$ cat config.mk
export PLATFORM = sky130hd
export DESIGN_NAME = servo_rf_control_regs
export DESIGN_NICKNAME = d
export VERILOG_FILES = /design/src/hw/servo_rf_pkg.sv /design/src/hw/ctrl_field_reg.sv /design/src/hw/radial_mode_decode.sv /design/src/hw/servo_rf_control_regs.sv
export VERILOG_INCLUDE_DIRS = /design/src /design/src/hw
export SDC_FILE = /design/constraint.sdc
export NUM_CORES = 1
export LEC_CHECK = 0
export BUFFER_PORTS_ARGS = -buffer_cell sky130_fd_sc_hd__buf_2
export CAP_MARGIN = 5
export CORE_MARGIN = 1.5
export CORE_UTILIZATION = 49
export CTS_CLUSTER_SIZE = 25
export DETAILED_ROUTE_END_ITERATION = 8
export GPL_TIMING_DRIVEN = 1
export PLACE_DENSITY = 0.79
export SETUP_SLACK_MARGIN = 0.2
export SLEW_MARGIN = 25
export SYNTH_ARGS = -nofsm -noshare
export SYNTH_HDL_FRONTEND = slang
export SYNTH_SLANG_ARGS = --single-unit
export TNS_END_PERCENT = 100
$ cat constraint.sdc
create_clock -name clk_sys_in -period 2.8 [get_ports clk_sys_in]
set_clock_uncertainty 0.2 [all_clocks]
set_input_delay 0.28 -clock clk_sys_in [delete_from_list [all_inputs] [get_ports clk_sys_in]]
set_output_delay 0.28 -clock clk_sys_in [all_outputs]
set_load 0.005 [all_outputs]
$ cat src/hw/servo_rf_cfg.svh
`ifndef SERVO_RF_CFG_SVH
`define SERVO_RF_CFG_SVH

// Control word layout
`define SEL_MSB 15
`define SEL_LSB 12
`define FIELD_MSB 11
`define SEL_POWER 4'h0
`define SEL_MODE 4'h1
`define SEL_FOCUS 4'h2
`define SEL_GAIN 4'h3

// Register indices; byte address is four times the index
`define IDX_POWER 4'h0
`define IDX_MODE 4'h1
`define IDX_FOCUS 4'h2
`define IDX_GAIN 4'h3
`define IDX_CMD 4'h8
`define IDX_STATUS 4'h9

// Implemented field bits and reset values of each register
`define MASK_POWER 12'h00F
`define MASK_MODE 12'h93F
`define MASK_FOCUS 12'hFE0
`define MASK_GAIN 12'hFF0
`define RST_POWER 12'h000
`define RST_MODE 12'h100
`define RST_FOCUS 12'h400
`define RST_GAIN 12'h000

// Field positions
`define PWR_UP_BIT 0
`define PWR_LASER2_BIT 1
`define PWR_LASER1_BIT 2
`define PWR_MON2_BIT 3
`define MODE_RF_SEL_BIT 0
`define MODE_TRACK_LSB 1
`define MODE_TRACK_MSB 3
`define MODE_FOCUS4_BIT 4
`define MODE_DOC_BIT 5
`define MODE_POL_BIT 8
`define MODE_SRC_BIT 11
`define FOC_BETA_LSB 5
`define FOC_BETA_MSB 9
`define FOC_DAC_OFF_BIT 10
`define FOC_K2_BIT 11
`define G3_LSB 4
`define G3_MSB 7
`define G2_LSB 8
`define G2_MSB 9
`define G1_LSB 10
`define G1_MSB 11

// Stage gains in dB
`define G1_CODE_BAD 2'h3
`define G1_DB_0 5'h00
`define G1_DB_1 5'h06
`define G1_DB_2 5'h0C
`define G2_DB_0 5'h06
`define G2_DB_1 5'h0C
`define G2_DB_2 5'h12
`define G2_DB_3 5'h18

// Bus answers
`define RESP_OKAY 2'h0
`define RESP_SLVERR 2'h2
`define STRB_WORD 2'h3

`endif

$ cat src/hw/servo_rf_pkg.sv
package servo_rf_pkg;

  typedef enum logic [2:0] {
    TRACK_PHASE_AD = 3'b000,
    TRACK_PP_AD = 3'b001,
    TRACK_PHASE_SUM = 3'b010,
    TRACK_PP_FOUR = 3'b011,
    TRACK_PHASE_DUAL = 3'b100,
    TRACK_THREE_BEAM = 3'b101,
    TRACK_UNDEFINED = 3'b110
  } radial_mode_e;

  typedef logic [11:0] field_word_t;

endpackage

$ cat src/hw/ctrl_field_reg.sv
`timescale 1ns/1ns
`include "servo_rf_cfg.svh"
module ctrl_field_reg
  import servo_rf_pkg::*;
#(
  parameter logic [3:0] SEL = `SEL_POWER,
  parameter field_word_t MASK = 12'hFFF,
  parameter field_word_t RESET = 12'h000
)
(
  input wire logic clk_sys_in,
  input wire logic reset_n_in,
  input wire logic wr_in,
  input wire logic [15:0] word_in,
  output field_word_t fields_out
);
  generate
    if ((RESET & ~MASK) != 12'h000)
    begin : g_bad_reset
      $error("reset value sets bits outside the field mask");
    end
  endgenerate

  wire logic hit = wr_in && (word_in[`SEL_MSB:`SEL_LSB] == SEL);
  // Unused bits are dropped here so they can never reach an analog setting
  wire field_word_t fields_d = hit ? (word_in[`FIELD_MSB:0] & MASK)
                                   : fields_out;

  always_ff @(posedge clk_sys_in or negedge reset_n_in)
  begin
    if (!reset_n_in)
      fields_out <= RESET;
    else
      fields_out <= fields_d;
  end
endmodule

$ cat src/hw/radial_mode_decode.sv
`timescale 1ns/1ns
module radial_mode_decode
  import servo_rf_pkg::*;
(
  input wire logic [2:0] code_in,
  output radial_mode_e mode_out
);
  always_comb
  begin
    case (code_in)
      3'b000: mode_out = TRACK_PHASE_AD;
      3'b001: mode_out = TRACK_PP_AD;
      3'b100: mode_out = TRACK_PHASE_SUM;
      3'b101: mode_out = TRACK_PP_FOUR;
      3'b110: mode_out = TRACK_PHASE_DUAL;
      3'b011: mode_out = TRACK_THREE_BEAM;
      3'b111: mode_out = TRACK_THREE_BEAM;
      default: mode_out = TRACK_UNDEFINED;
    endcase
  end
endmodule

$ cat src/hw/servo_rf_control_regs.sv
// Notes on behaviour
// - Bits 15..12 select target register 0..3
// - Power bit 3 sets second monitor level
// - Power bits 2,1 switch the two lasers
// - Power bit 0 low means standby
// - Mode bit 11 picks phase offset source
// - Mode bit 8 radial polarity, normal default
// - Mode bit 5 enables drop-out concealment
// - Mode bit 4 picks two or four-channel focus
// - Mode bits 3..1 decode radial tracking mode
// - Mode bit 0 picks diode or summed RF
// - Focus bit 11 enables K2 compensation
// - Focus bit 10 low enables offset DAC
// - Focus bits 9..5 give factor n/32
// - Stage one gain 0/6/12 dB, code 3 forbidden
// - Stage two gain 6/12/18/24 dB
// - Summed RF with source 0 shares offset value
//
// The AXI4-Lite slave port was decided locally.
`timescale 1ns/1ns
`include "servo_rf_cfg.svh"
module servo_rf_control_regs
  import servo_rf_pkg::*;
#(
  parameter int ADDR_W = 8
)
(
  input wire logic clk_sys_in,
  input wire logic reset_n_in,
  input wire logic [ADDR_W-1:0] s_axi_awaddr_in,
  input wire logic s_axi_awvalid_in,
  output logic s_axi_awready_out,
  input wire logic [31:0] s_axi_wdata_in,
  input wire logic [3:0] s_axi_wstrb_in,
  input wire logic s_axi_wvalid_in,
  output logic s_axi_wready_out,
  output logic [1:0] s_axi_bresp_out,
  output logic s_axi_bvalid_out,
  input wire logic s_axi_bready_in,
  input wire logic [ADDR_W-1:0] s_axi_araddr_in,
  input wire logic s_axi_arvalid_in,
  output logic s_axi_arready_out,
  output logic [31:0] s_axi_rdata_out,
  output logic [1:0] s_axi_rresp_out,
  output logic s_axi_rvalid_out,
  input wire logic s_axi_rready_in,
  input wire logic [5:0] left_rf_offset_in,
  input wire logic [5:0] sum_rf_offset_in,
  output logic second_monitor_level_sel_out,
  output logic first_laser_enable_out,
  output logic second_laser_enable_out,
  output logic power_up_out,
  output logic phase_offset_src_sel_out,
  output logic radial_polarity_out,
  output logic dropout_conceal_en_out,
  output logic focus_four_channel_out,
  output radial_mode_e radial_track_sel_out,
  output logic rf_input_sel_out,
  output logic k_two_comp_en_out,
  output logic focus_dac_on_out,
  output logic [4:0] focus_comp_factor_out,
  output logic [4:0] rf_stage1_gain_db_out,
  output logic rf_stage1_code_bad_out,
  output logic [4:0] rf_stage2_gain_db_out,
  output logic [3:0] rf_stage3_gain_out,
  output logic [5:0] phase_offset_dac_out,
  output logic [5:0] sum_offset_dac_out
);
  generate
    if (ADDR_W < 6)
    begin : g_bad_addr
      $error("ADDR_W too small for the register map");
    end
  endgenerate

  localparam int IDX_W = ADDR_W - 2;

  // Write channel: address and data are held until both are in, then
  // one cycle later the word is applied and the response raised.
  logic aw_hold_q, w_hold_q, bvalid_q, awready_q, wready_q;
  logic [IDX_W-1:0] aw_idx_q;
  logic [31:0] wdata_q;
  logic [3:0] wstrb_q;
  logic [1:0] bresp_q;

  wire logic aw_fire = s_axi_awvalid_in && awready_q;
  wire logic w_fire = s_axi_wvalid_in && wready_q;
  wire logic do_write = aw_hold_q && w_hold_q && !bvalid_q;
  wire logic aw_hold_d = aw_fire || (aw_hold_q && !do_write);
  wire logic w_hold_d = w_fire || (w_hold_q && !do_write);
  wire logic bvalid_d = do_write || (bvalid_q && !s_axi_bready_in);
  wire logic awready_d = !aw_hold_d && !bvalid_d;
  wire logic wready_d = !w_hold_d && !bvalid_d;
  wire logic [IDX_W-1:0] aw_idx_d = aw_fire ? s_axi_awaddr_in[ADDR_W-1:2] : aw_idx_q;
  wire logic [31:0] wdata_d = w_fire ? s_axi_wdata_in : wdata_q;
  wire logic [3:0] wstrb_d = w_fire ? s_axi_wstrb_in : wstrb_q;
  wire logic cmd_hit = (aw_idx_q == IDX_W'(`IDX_CMD));
  // A half-written word would mix old and new fields, so it is refused
  wire logic full_word = (wstrb_q[1:0] == `STRB_WORD);
  wire logic cmd_wr = do_write && cmd_hit && full_word;
  wire logic [1:0] bresp_d = do_write ? ((cmd_hit && full_word) ? `RESP_OKAY : `RESP_SLVERR)
                                      : bresp_q;
  wire logic [15:0] cmd_word = wdata_q[15:0];
  wire field_word_t cmd_fields = wdata_q[`FIELD_MSB:0];
  wire logic [3:0] cmd_sel = wdata_q[`SEL_MSB:`SEL_LSB];

  always_ff @(posedge clk_sys_in or negedge reset_n_in)
  begin
    if (!reset_n_in)
    begin
      aw_hold_q <= 1'b0;
      w_hold_q <= 1'b0;
      bvalid_q <= 1'b0;
      awready_q <= 1'b0;
      wready_q <= 1'b0;
      aw_idx_q <= '0;
      wdata_q <= 32'h0000_0000;
      wstrb_q <= 4'h0;
      bresp_q <= `RESP_OKAY;
    end
    else
    begin
      aw_hold_q <= aw_hold_d;
      w_hold_q <= w_hold_d;
      bvalid_q <= bvalid_d;
      awready_q <= awready_d;
      wready_q <= wready_d;
      aw_idx_q <= aw_idx_d;
      wdata_q <= wdata_d;
      wstrb_q <= wstrb_d;
      bresp_q <= bresp_d;
    end
  end

  assign s_axi_awready_out = awready_q;
  assign s_axi_wready_out = wready_q;
  assign s_axi_bvalid_out = bvalid_q;
  assign s_axi_bresp_out = bresp_q;

  // Control registers; the selector routes the word to at most one of them, and selectors 4..15 reach none
  field_word_t pwr_f, mode_f, foc_f, gain_f;

  ctrl_field_reg #(.SEL(`SEL_POWER), .MASK(`MASK_POWER), .RESET(`RST_POWER)) u_power (
    .clk_sys_in(clk_sys_in),
    .reset_n_in(reset_n_in),
    .wr_in(cmd_wr),
    .word_in(cmd_word),
    .fields_out(pwr_f)
  );
  ctrl_field_reg #(.SEL(`SEL_MODE), .MASK(`MASK_MODE), .RESET(`RST_MODE)) u_mode (
    .clk_sys_in(clk_sys_in),
    .reset_n_in(reset_n_in),
    .wr_in(cmd_wr),
    .word_in(cmd_word),
    .fields_out(mode_f)
  );
  ctrl_field_reg #(.SEL(`SEL_FOCUS), .MASK(`MASK_FOCUS), .RESET(`RST_FOCUS)) u_focus (
    .clk_sys_in(clk_sys_in),
    .reset_n_in(reset_n_in),
    .wr_in(cmd_wr),
    .word_in(cmd_word),
    .fields_out(foc_f)
  );
  ctrl_field_reg #(.SEL(`SEL_GAIN), .MASK(`MASK_GAIN), .RESET(`RST_GAIN)) u_gain (
    .clk_sys_in(clk_sys_in),
    .reset_n_in(reset_n_in),
    .wr_in(cmd_wr),
    .word_in(cmd_word),
    .fields_out(gain_f)
  );

  // Plain field outputs come straight from the register flops
  assign second_monitor_level_sel_out = pwr_f[`PWR_MON2_BIT];
  assign first_laser_enable_out = pwr_f[`PWR_LASER1_BIT];
  assign second_laser_enable_out = pwr_f[`PWR_LASER2_BIT];
  assign power_up_out = pwr_f[`PWR_UP_BIT];
  assign phase_offset_src_sel_out = mode_f[`MODE_SRC_BIT];
  assign radial_polarity_out = mode_f[`MODE_POL_BIT];
  assign dropout_conceal_en_out = mode_f[`MODE_DOC_BIT];
  assign focus_four_channel_out = mode_f[`MODE_FOCUS4_BIT];
  assign rf_input_sel_out = mode_f[`MODE_RF_SEL_BIT];
  assign k_two_comp_en_out = foc_f[`FOC_K2_BIT];
  assign focus_comp_factor_out = foc_f[`FOC_BETA_MSB:`FOC_BETA_LSB];
  assign rf_stage3_gain_out = gain_f[`G3_MSB:`G3_LSB];

  // Decoded settings, registered so every output leaves a flop
  radial_mode_e track_w, track_q;
  radial_mode_decode u_track (
    .code_in(mode_f[`MODE_TRACK_MSB:`MODE_TRACK_LSB]),
    .mode_out(track_w)
  );

  wire logic [1:0] g1_code = gain_f[`G1_MSB:`G1_LSB];
  wire logic [1:0] g2_code = gain_f[`G2_MSB:`G2_LSB];
  // Forbidden stage-one code falls back to the lowest gain and is flagged
  wire logic [4:0] g1_db_w = (g1_code == 2'h1) ? `G1_DB_1 :
                             (g1_code == 2'h2) ? `G1_DB_2 : `G1_DB_0;
  wire logic [4:0] g2_db_w = (g2_code == 2'h0) ? `G2_DB_0 :
                             (g2_code == 2'h1) ? `G2_DB_1 :
                             (g2_code == 2'h2) ? `G2_DB_2 : `G2_DB_3;
  wire logic [5:0] phase_dac_w = phase_offset_src_sel_out ? sum_rf_offset_in
                                                          : left_rf_offset_in;
  wire logic shared_dac = rf_input_sel_out && !phase_offset_src_sel_out;
  wire logic [5:0] sum_dac_w = shared_dac ? phase_dac_w : sum_rf_offset_in;

  logic [4:0] g1_db_q, g2_db_q;
  logic g1_bad_q, dac_on_q;
  logic [5:0] phase_dac_q, sum_dac_q;

  always_ff @(posedge clk_sys_in or negedge reset_n_in)
  begin
    if (!reset_n_in)
    begin
      track_q <= TRACK_PHASE_AD;
      g1_db_q <= `G1_DB_0;
      g2_db_q <= `G2_DB_0;
      g1_bad_q <= 1'b0;
      dac_on_q <= 1'b0;
      phase_dac_q <= 6'h00;
      sum_dac_q <= 6'h00;
    end
    else
    begin
      track_q <= track_w;
      g1_db_q <= g1_db_w;
      g2_db_q <= g2_db_w;
      g1_bad_q <= (g1_code == `G1_CODE_BAD);
      dac_on_q <= !foc_f[`FOC_DAC_OFF_BIT];
      phase_dac_q <= phase_dac_w;
      sum_dac_q <= sum_dac_w;
    end
  end

  assign radial_track_sel_out = track_q;
  assign rf_stage1_gain_db_out = g1_db_q;
  assign rf_stage1_code_bad_out = g1_bad_q;
  assign rf_stage2_gain_db_out = g2_db_q;
  assign focus_dac_on_out = dac_on_q;
  assign phase_offset_dac_out = phase_dac_q;
  assign sum_offset_dac_out = sum_dac_q;

  // Read channel: one answer per address, one cycle after it is taken
  logic arready_q, rvalid_q;
  logic [31:0] rdata_q;
  logic [1:0] rresp_q;

  wire logic ar_fire = s_axi_arvalid_in && arready_q;
  wire logic rvalid_d = ar_fire || (rvalid_q && !s_axi_rready_in);
  wire logic [IDX_W-1:0] rd_idx = s_axi_araddr_in[ADDR_W-1:2];
  wire logic [15:0] status_w = {sum_dac_q, phase_dac_q, g1_bad_q, track_q};
  wire logic rd_hit = (rd_idx == IDX_W'(`IDX_POWER)) || (rd_idx == IDX_W'(`IDX_MODE)) ||
                      (rd_idx == IDX_W'(`IDX_FOCUS)) || (rd_idx == IDX_W'(`IDX_GAIN)) ||
                      (rd_idx == IDX_W'(`IDX_CMD)) || (rd_idx == IDX_W'(`IDX_STATUS));
  // The command port is write only and reads as zero
  wire logic [15:0] rd_word =
    (rd_idx == IDX_W'(`IDX_POWER)) ? {`SEL_POWER, pwr_f} :
    (rd_idx == IDX_W'(`IDX_MODE)) ? {`SEL_MODE, mode_f} :
    (rd_idx == IDX_W'(`IDX_FOCUS)) ? {`SEL_FOCUS, foc_f} :
    (rd_idx == IDX_W'(`IDX_GAIN)) ? {`SEL_GAIN, gain_f} :
    (rd_idx == IDX_W'(`IDX_STATUS)) ? status_w : 16'h0000;
  wire logic [31:0] rdata_d = ar_fire ? {16'h0000, rd_word} : rdata_q;
  wire logic [1:0] rresp_d = ar_fire ? (rd_hit ? `RESP_OKAY : `RESP_SLVERR) : rresp_q;

  always_ff @(posedge clk_sys_in or negedge reset_n_in)
  begin
    if (!reset_n_in)
    begin
      arready_q <= 1'b0;
      rvalid_q <= 1'b0;
      rdata_q <= 32'h0000_0000;
      rresp_q <= `RESP_OKAY;
    end
    else
    begin
      arready_q <= !rvalid_d;
      rvalid_q <= rvalid_d;
      rdata_q <= rdata_d;
      rresp_q <= rresp_d;
    end
  end

  assign s_axi_arready_out = arready_q;
  assign s_axi_rvalid_out = rvalid_q;
  assign s_axi_rdata_out = rdata_q;
  assign s_axi_rresp_out = rresp_q;

  wire logic mode_wr = cmd_wr && (cmd_sel == `SEL_MODE);
  wire logic power_wr = cmd_wr && (cmd_sel == `SEL_POWER);
  wire logic gain_wr = cmd_wr && (cmd_sel == `SEL_GAIN);
endmodule

==> flow_summary.json <==
{
  "status": "completed",
  "vias": 3090,
  "diodes": 0,
  "die_h_microns": 96.77,
  "tritoncts": "yes",
  "slew_headroom_pct": 38.65,
  "final_cell_count_no_fill": 598,
  "highest_layer": "met4",
  "port_buffers": 114,
  "synth_area_sq_um": 4308,
  "viasPerCell": 5.167,
  "finalSetupTns_ns": 0,
  "slew_violations": 0,
  "syn_inst": 333,
  "layout.nets": 559,
  "synth-simple-area-share_pct": 7.668,
  "max-cap-violations": 0,
  "start_kind": "register",
  "ys_ff_latch": 100,
  "overflow": 0,
  "hold_violations": 0,
  "cts_max_level": 3,
  "synth_edf_count": 0,
  "cts_buffer_depth": 2,
  "synth.area.top_cells": "dfrtp_1 56%, mux2_2 14%, buf_4 5.2%",
  "synthAdderAreaFrac_pct": 0.8713,
  "antenna_found_initial": 0,
  "dp.cells": 535,
  "setup_violations": 0,
  "clkSinkCount": 100,
  "core_sq_um": 8636,
  "ys_dominant_reg_cell": "dfrtp_1",
  "routed_wl_microns": 9738,
  "min_period_over_period_pct": 88.06,
  "yosys_warnings": 0,
  "rows": 34,
  "yosysTopAreaCell": "dfrtp_1",
  "fmax_mhz": 405.6,
  "worstPathMaxFanout": 4,
  "drtAntennaViolNets": 0,
  "power_density_nw_per_um2": 634.5,
  "drt_iter0_markers": 109,
  "synthDistinctLibCells": 40,
  "power.leakage_nw": 2.772,
  "hpwl_microns": 6603,
  "wl_met2_microns": 5015,
  "syn_avg_cell_area_sq_um": 12.94,
  "synth_xor_area_share_pct": 0,
  "path_clk_slew_ns": 0.09,
  "cp.arrival_ns": 2.51,
  "clk_latency_ns": 0.36,
  "numCtsBuffers": 9,
  "worstSetupPathType": "register to register",
  "synth.top_cell.area_share_pct": 55.77,
  "grt_max_degree": 76,
  "synth_compound_area_share_pct": 6.332,
  "yosysSeqAreaShare_pct": 58.21,
  "synth_top_family_by_area": "multiplexers",
  "hp-class": "input pin to register",
  "grt_setup_unrepaired": "false",
  "met1_length_microns": 3908,
  "cts-root-buf": "clkbuf_8",
  "die_area_sq_um": 9363,
  "die_w_microns": 96.77,
  "peakVddDrop_v": 0.0004464,
  "area_growth_pct": 28.78,
  "grt_pass1_vias": 3112,
  "drc": 0,
  "grt_pass1_wl_microns": 15980,
  "place_congestion": 0.7984,
  "required_ns": 2.84,
  "routedWlPerCell_microns": 16.28,
  "routed-wl-met3_microns": 542,
  "cp-end-kind": "register",
  "initial_core_util_pct": 49.88,
  "first_pass_iters": 4,
  "synthMuxAreaShare_pct": 19.26,
  "synthArstFlopShare_pct": 100.0,
  "grtUsageTotal_pct": 21.86,
  "finalCriticalPeriod_ns": 2.466,
  "ios": 158,
  "tightestPinTransition_ns": 0.9202,
  "drive_gt1_share_pct": 42.65
}
[metal layers]
metal | GRT usage [%] | up-vias
met5 | 0 | -
met4 | 9.030 | 0
met3 | 4.913 | 22
met2 | 37.22 | 132
met1 | 26.92 | 1517
li1 | - | 1419
[final timing paths]
| kind | slack [ns] | cells after the start | from | to |
|---|---|---|---|---|
| hold reg to reg | 0.21 | 0 | u_gain.fields_out[8]$_DFFE_PN0P_ | rf_stage2_gain_db_out[3]$_DFF_PN0_ |
| min in group asynchronous | 0.39 | 2 | reset_n_in | rf_stage2_gain_db_out[4]$_DFF_PN0_ |
| max in group asynchronous | 1.22 | 3 | reset_n_in | u_power.fields_out[1]$_DFFE_PN0P_ |
| hold / removal | 0.16 | 4 | s_axi_araddr_in[7] | s_axi_rdata_out[4]$_DFFE_PN0P_ |
| setup / recovery | 0.33 | 5 | aw_idx_q[1]$_DFFE_PN0P_ | u_focus.fields_out[5]$_DFFE_PN0P_ |
| setup reg to reg | 0.33 | 5 | aw_idx_q[1]$_DFFE_PN0P_ | u_focus.fields_out[5]$_DFFE_PN0P_ |
[area by class of cell]
class	count	area [sq um]
clock buffers	11	141.4
clock inverters	5	83.83
fillers	637	3088
multi-input cells	196	1555
flip-flops and latches	100	2507
inverters	12	45.04
repair buffers	166	1080
well taps	108	135.1
[stage by stage]
step | hold slack, ns | cell area (sq um) | total power, mW | setup slack [ns] | utilization (%)
floorplan | -0.2156 | 4383 | 2.259 | 0.2579 | -
global placement | 0.1803 | 4847 | 2.424 | 0.2279 | 56.13
detailed placement | 0.1888 | 4847 | 2.473 | 0.2003 | 56.13
CTS | 0.1523 | 5538 | 3.536 | 0.2345 | 64.13
global route | 0.1829 | 5548 | 3.711 | 0.2497 | 64.24
finish | 0.1585 | 5548 | 3.520 | 0.3344 | 64.24
[logic make-up after synthesis]
| kind of cell | count (synthesis) |
|---|---|
| AO/OA/AOI/OAI | 43 |
| AND/OR/NAND/NOR | 57 |
| multiplexers | 72 |
| buffers and inverters | 57 |
| other | 1 |
| adder cells (fa/ha/maj) | 3 |
| flip-flops | 100 |
[registers in the layout, indices dropped and copies added, names as in the netlist, 4 cells and up]
signal,count
u_mode.fields_out,8
sum_offset_dac_out,6
rf_stage2_gain_db_out,4
u_focus.fields_out,7
wdata_q,16
u_power.fields_out,4
aw_idx_q,6
u_gain.fields_out,8
s_axi_rdata_out,16
phase_offset_dac_out,6
[critical path: stages (launching register included)]
cell and delay (ns):
dfrtp_1 0.40, or4b_4 0.55, or4_4 0.49, nor3b_4 0.22, buf_4 0.17, mux2_2 0.33
[power by group]
part	switching [mW]	total, mW	internal, mW
Clock	0.488	1.02	0.531
Combinational	0.264	0.619	0.354
Sequential	0.189	1.88	1.69
Total	0.941	3.52	2.58
[synthesized netlist by cell type (4+ instances only)]
cell type / n
mux2_4: 8
o21ai_0: 16
mux2_2: 55
nand2_1: 22
mux2i_1: 9
clkbuf_1: 15
nand2b_1: 4
inv_1: 12
a21oi_1: 10
nor3_1: 10
dfrtp_1: 96
buf_4: 30
dfstp_2: 4
[cell usage in the layout (no fill, tap or decap), types with 10 or more instances in the layout]
cell type and n:
dlygate4sd3_1 45, dfrtp_1 96, o21ai_0 16, nand2_1 22, nor3_1 10, a21oi_1 10
inv_1 12, mux2_2 55, clkbuf_8 10, conb_1 21, buf_2 113
[what timing repair did]
action	in CTS	in global routing
resized for setup	0	2
endpoints found under the setup margin	6	9
pin swaps	1	1
hold endpoints to repair	108	0
buffers inserted	2	0
hold buffers	45	0
(Power assumes the default switching activity.)
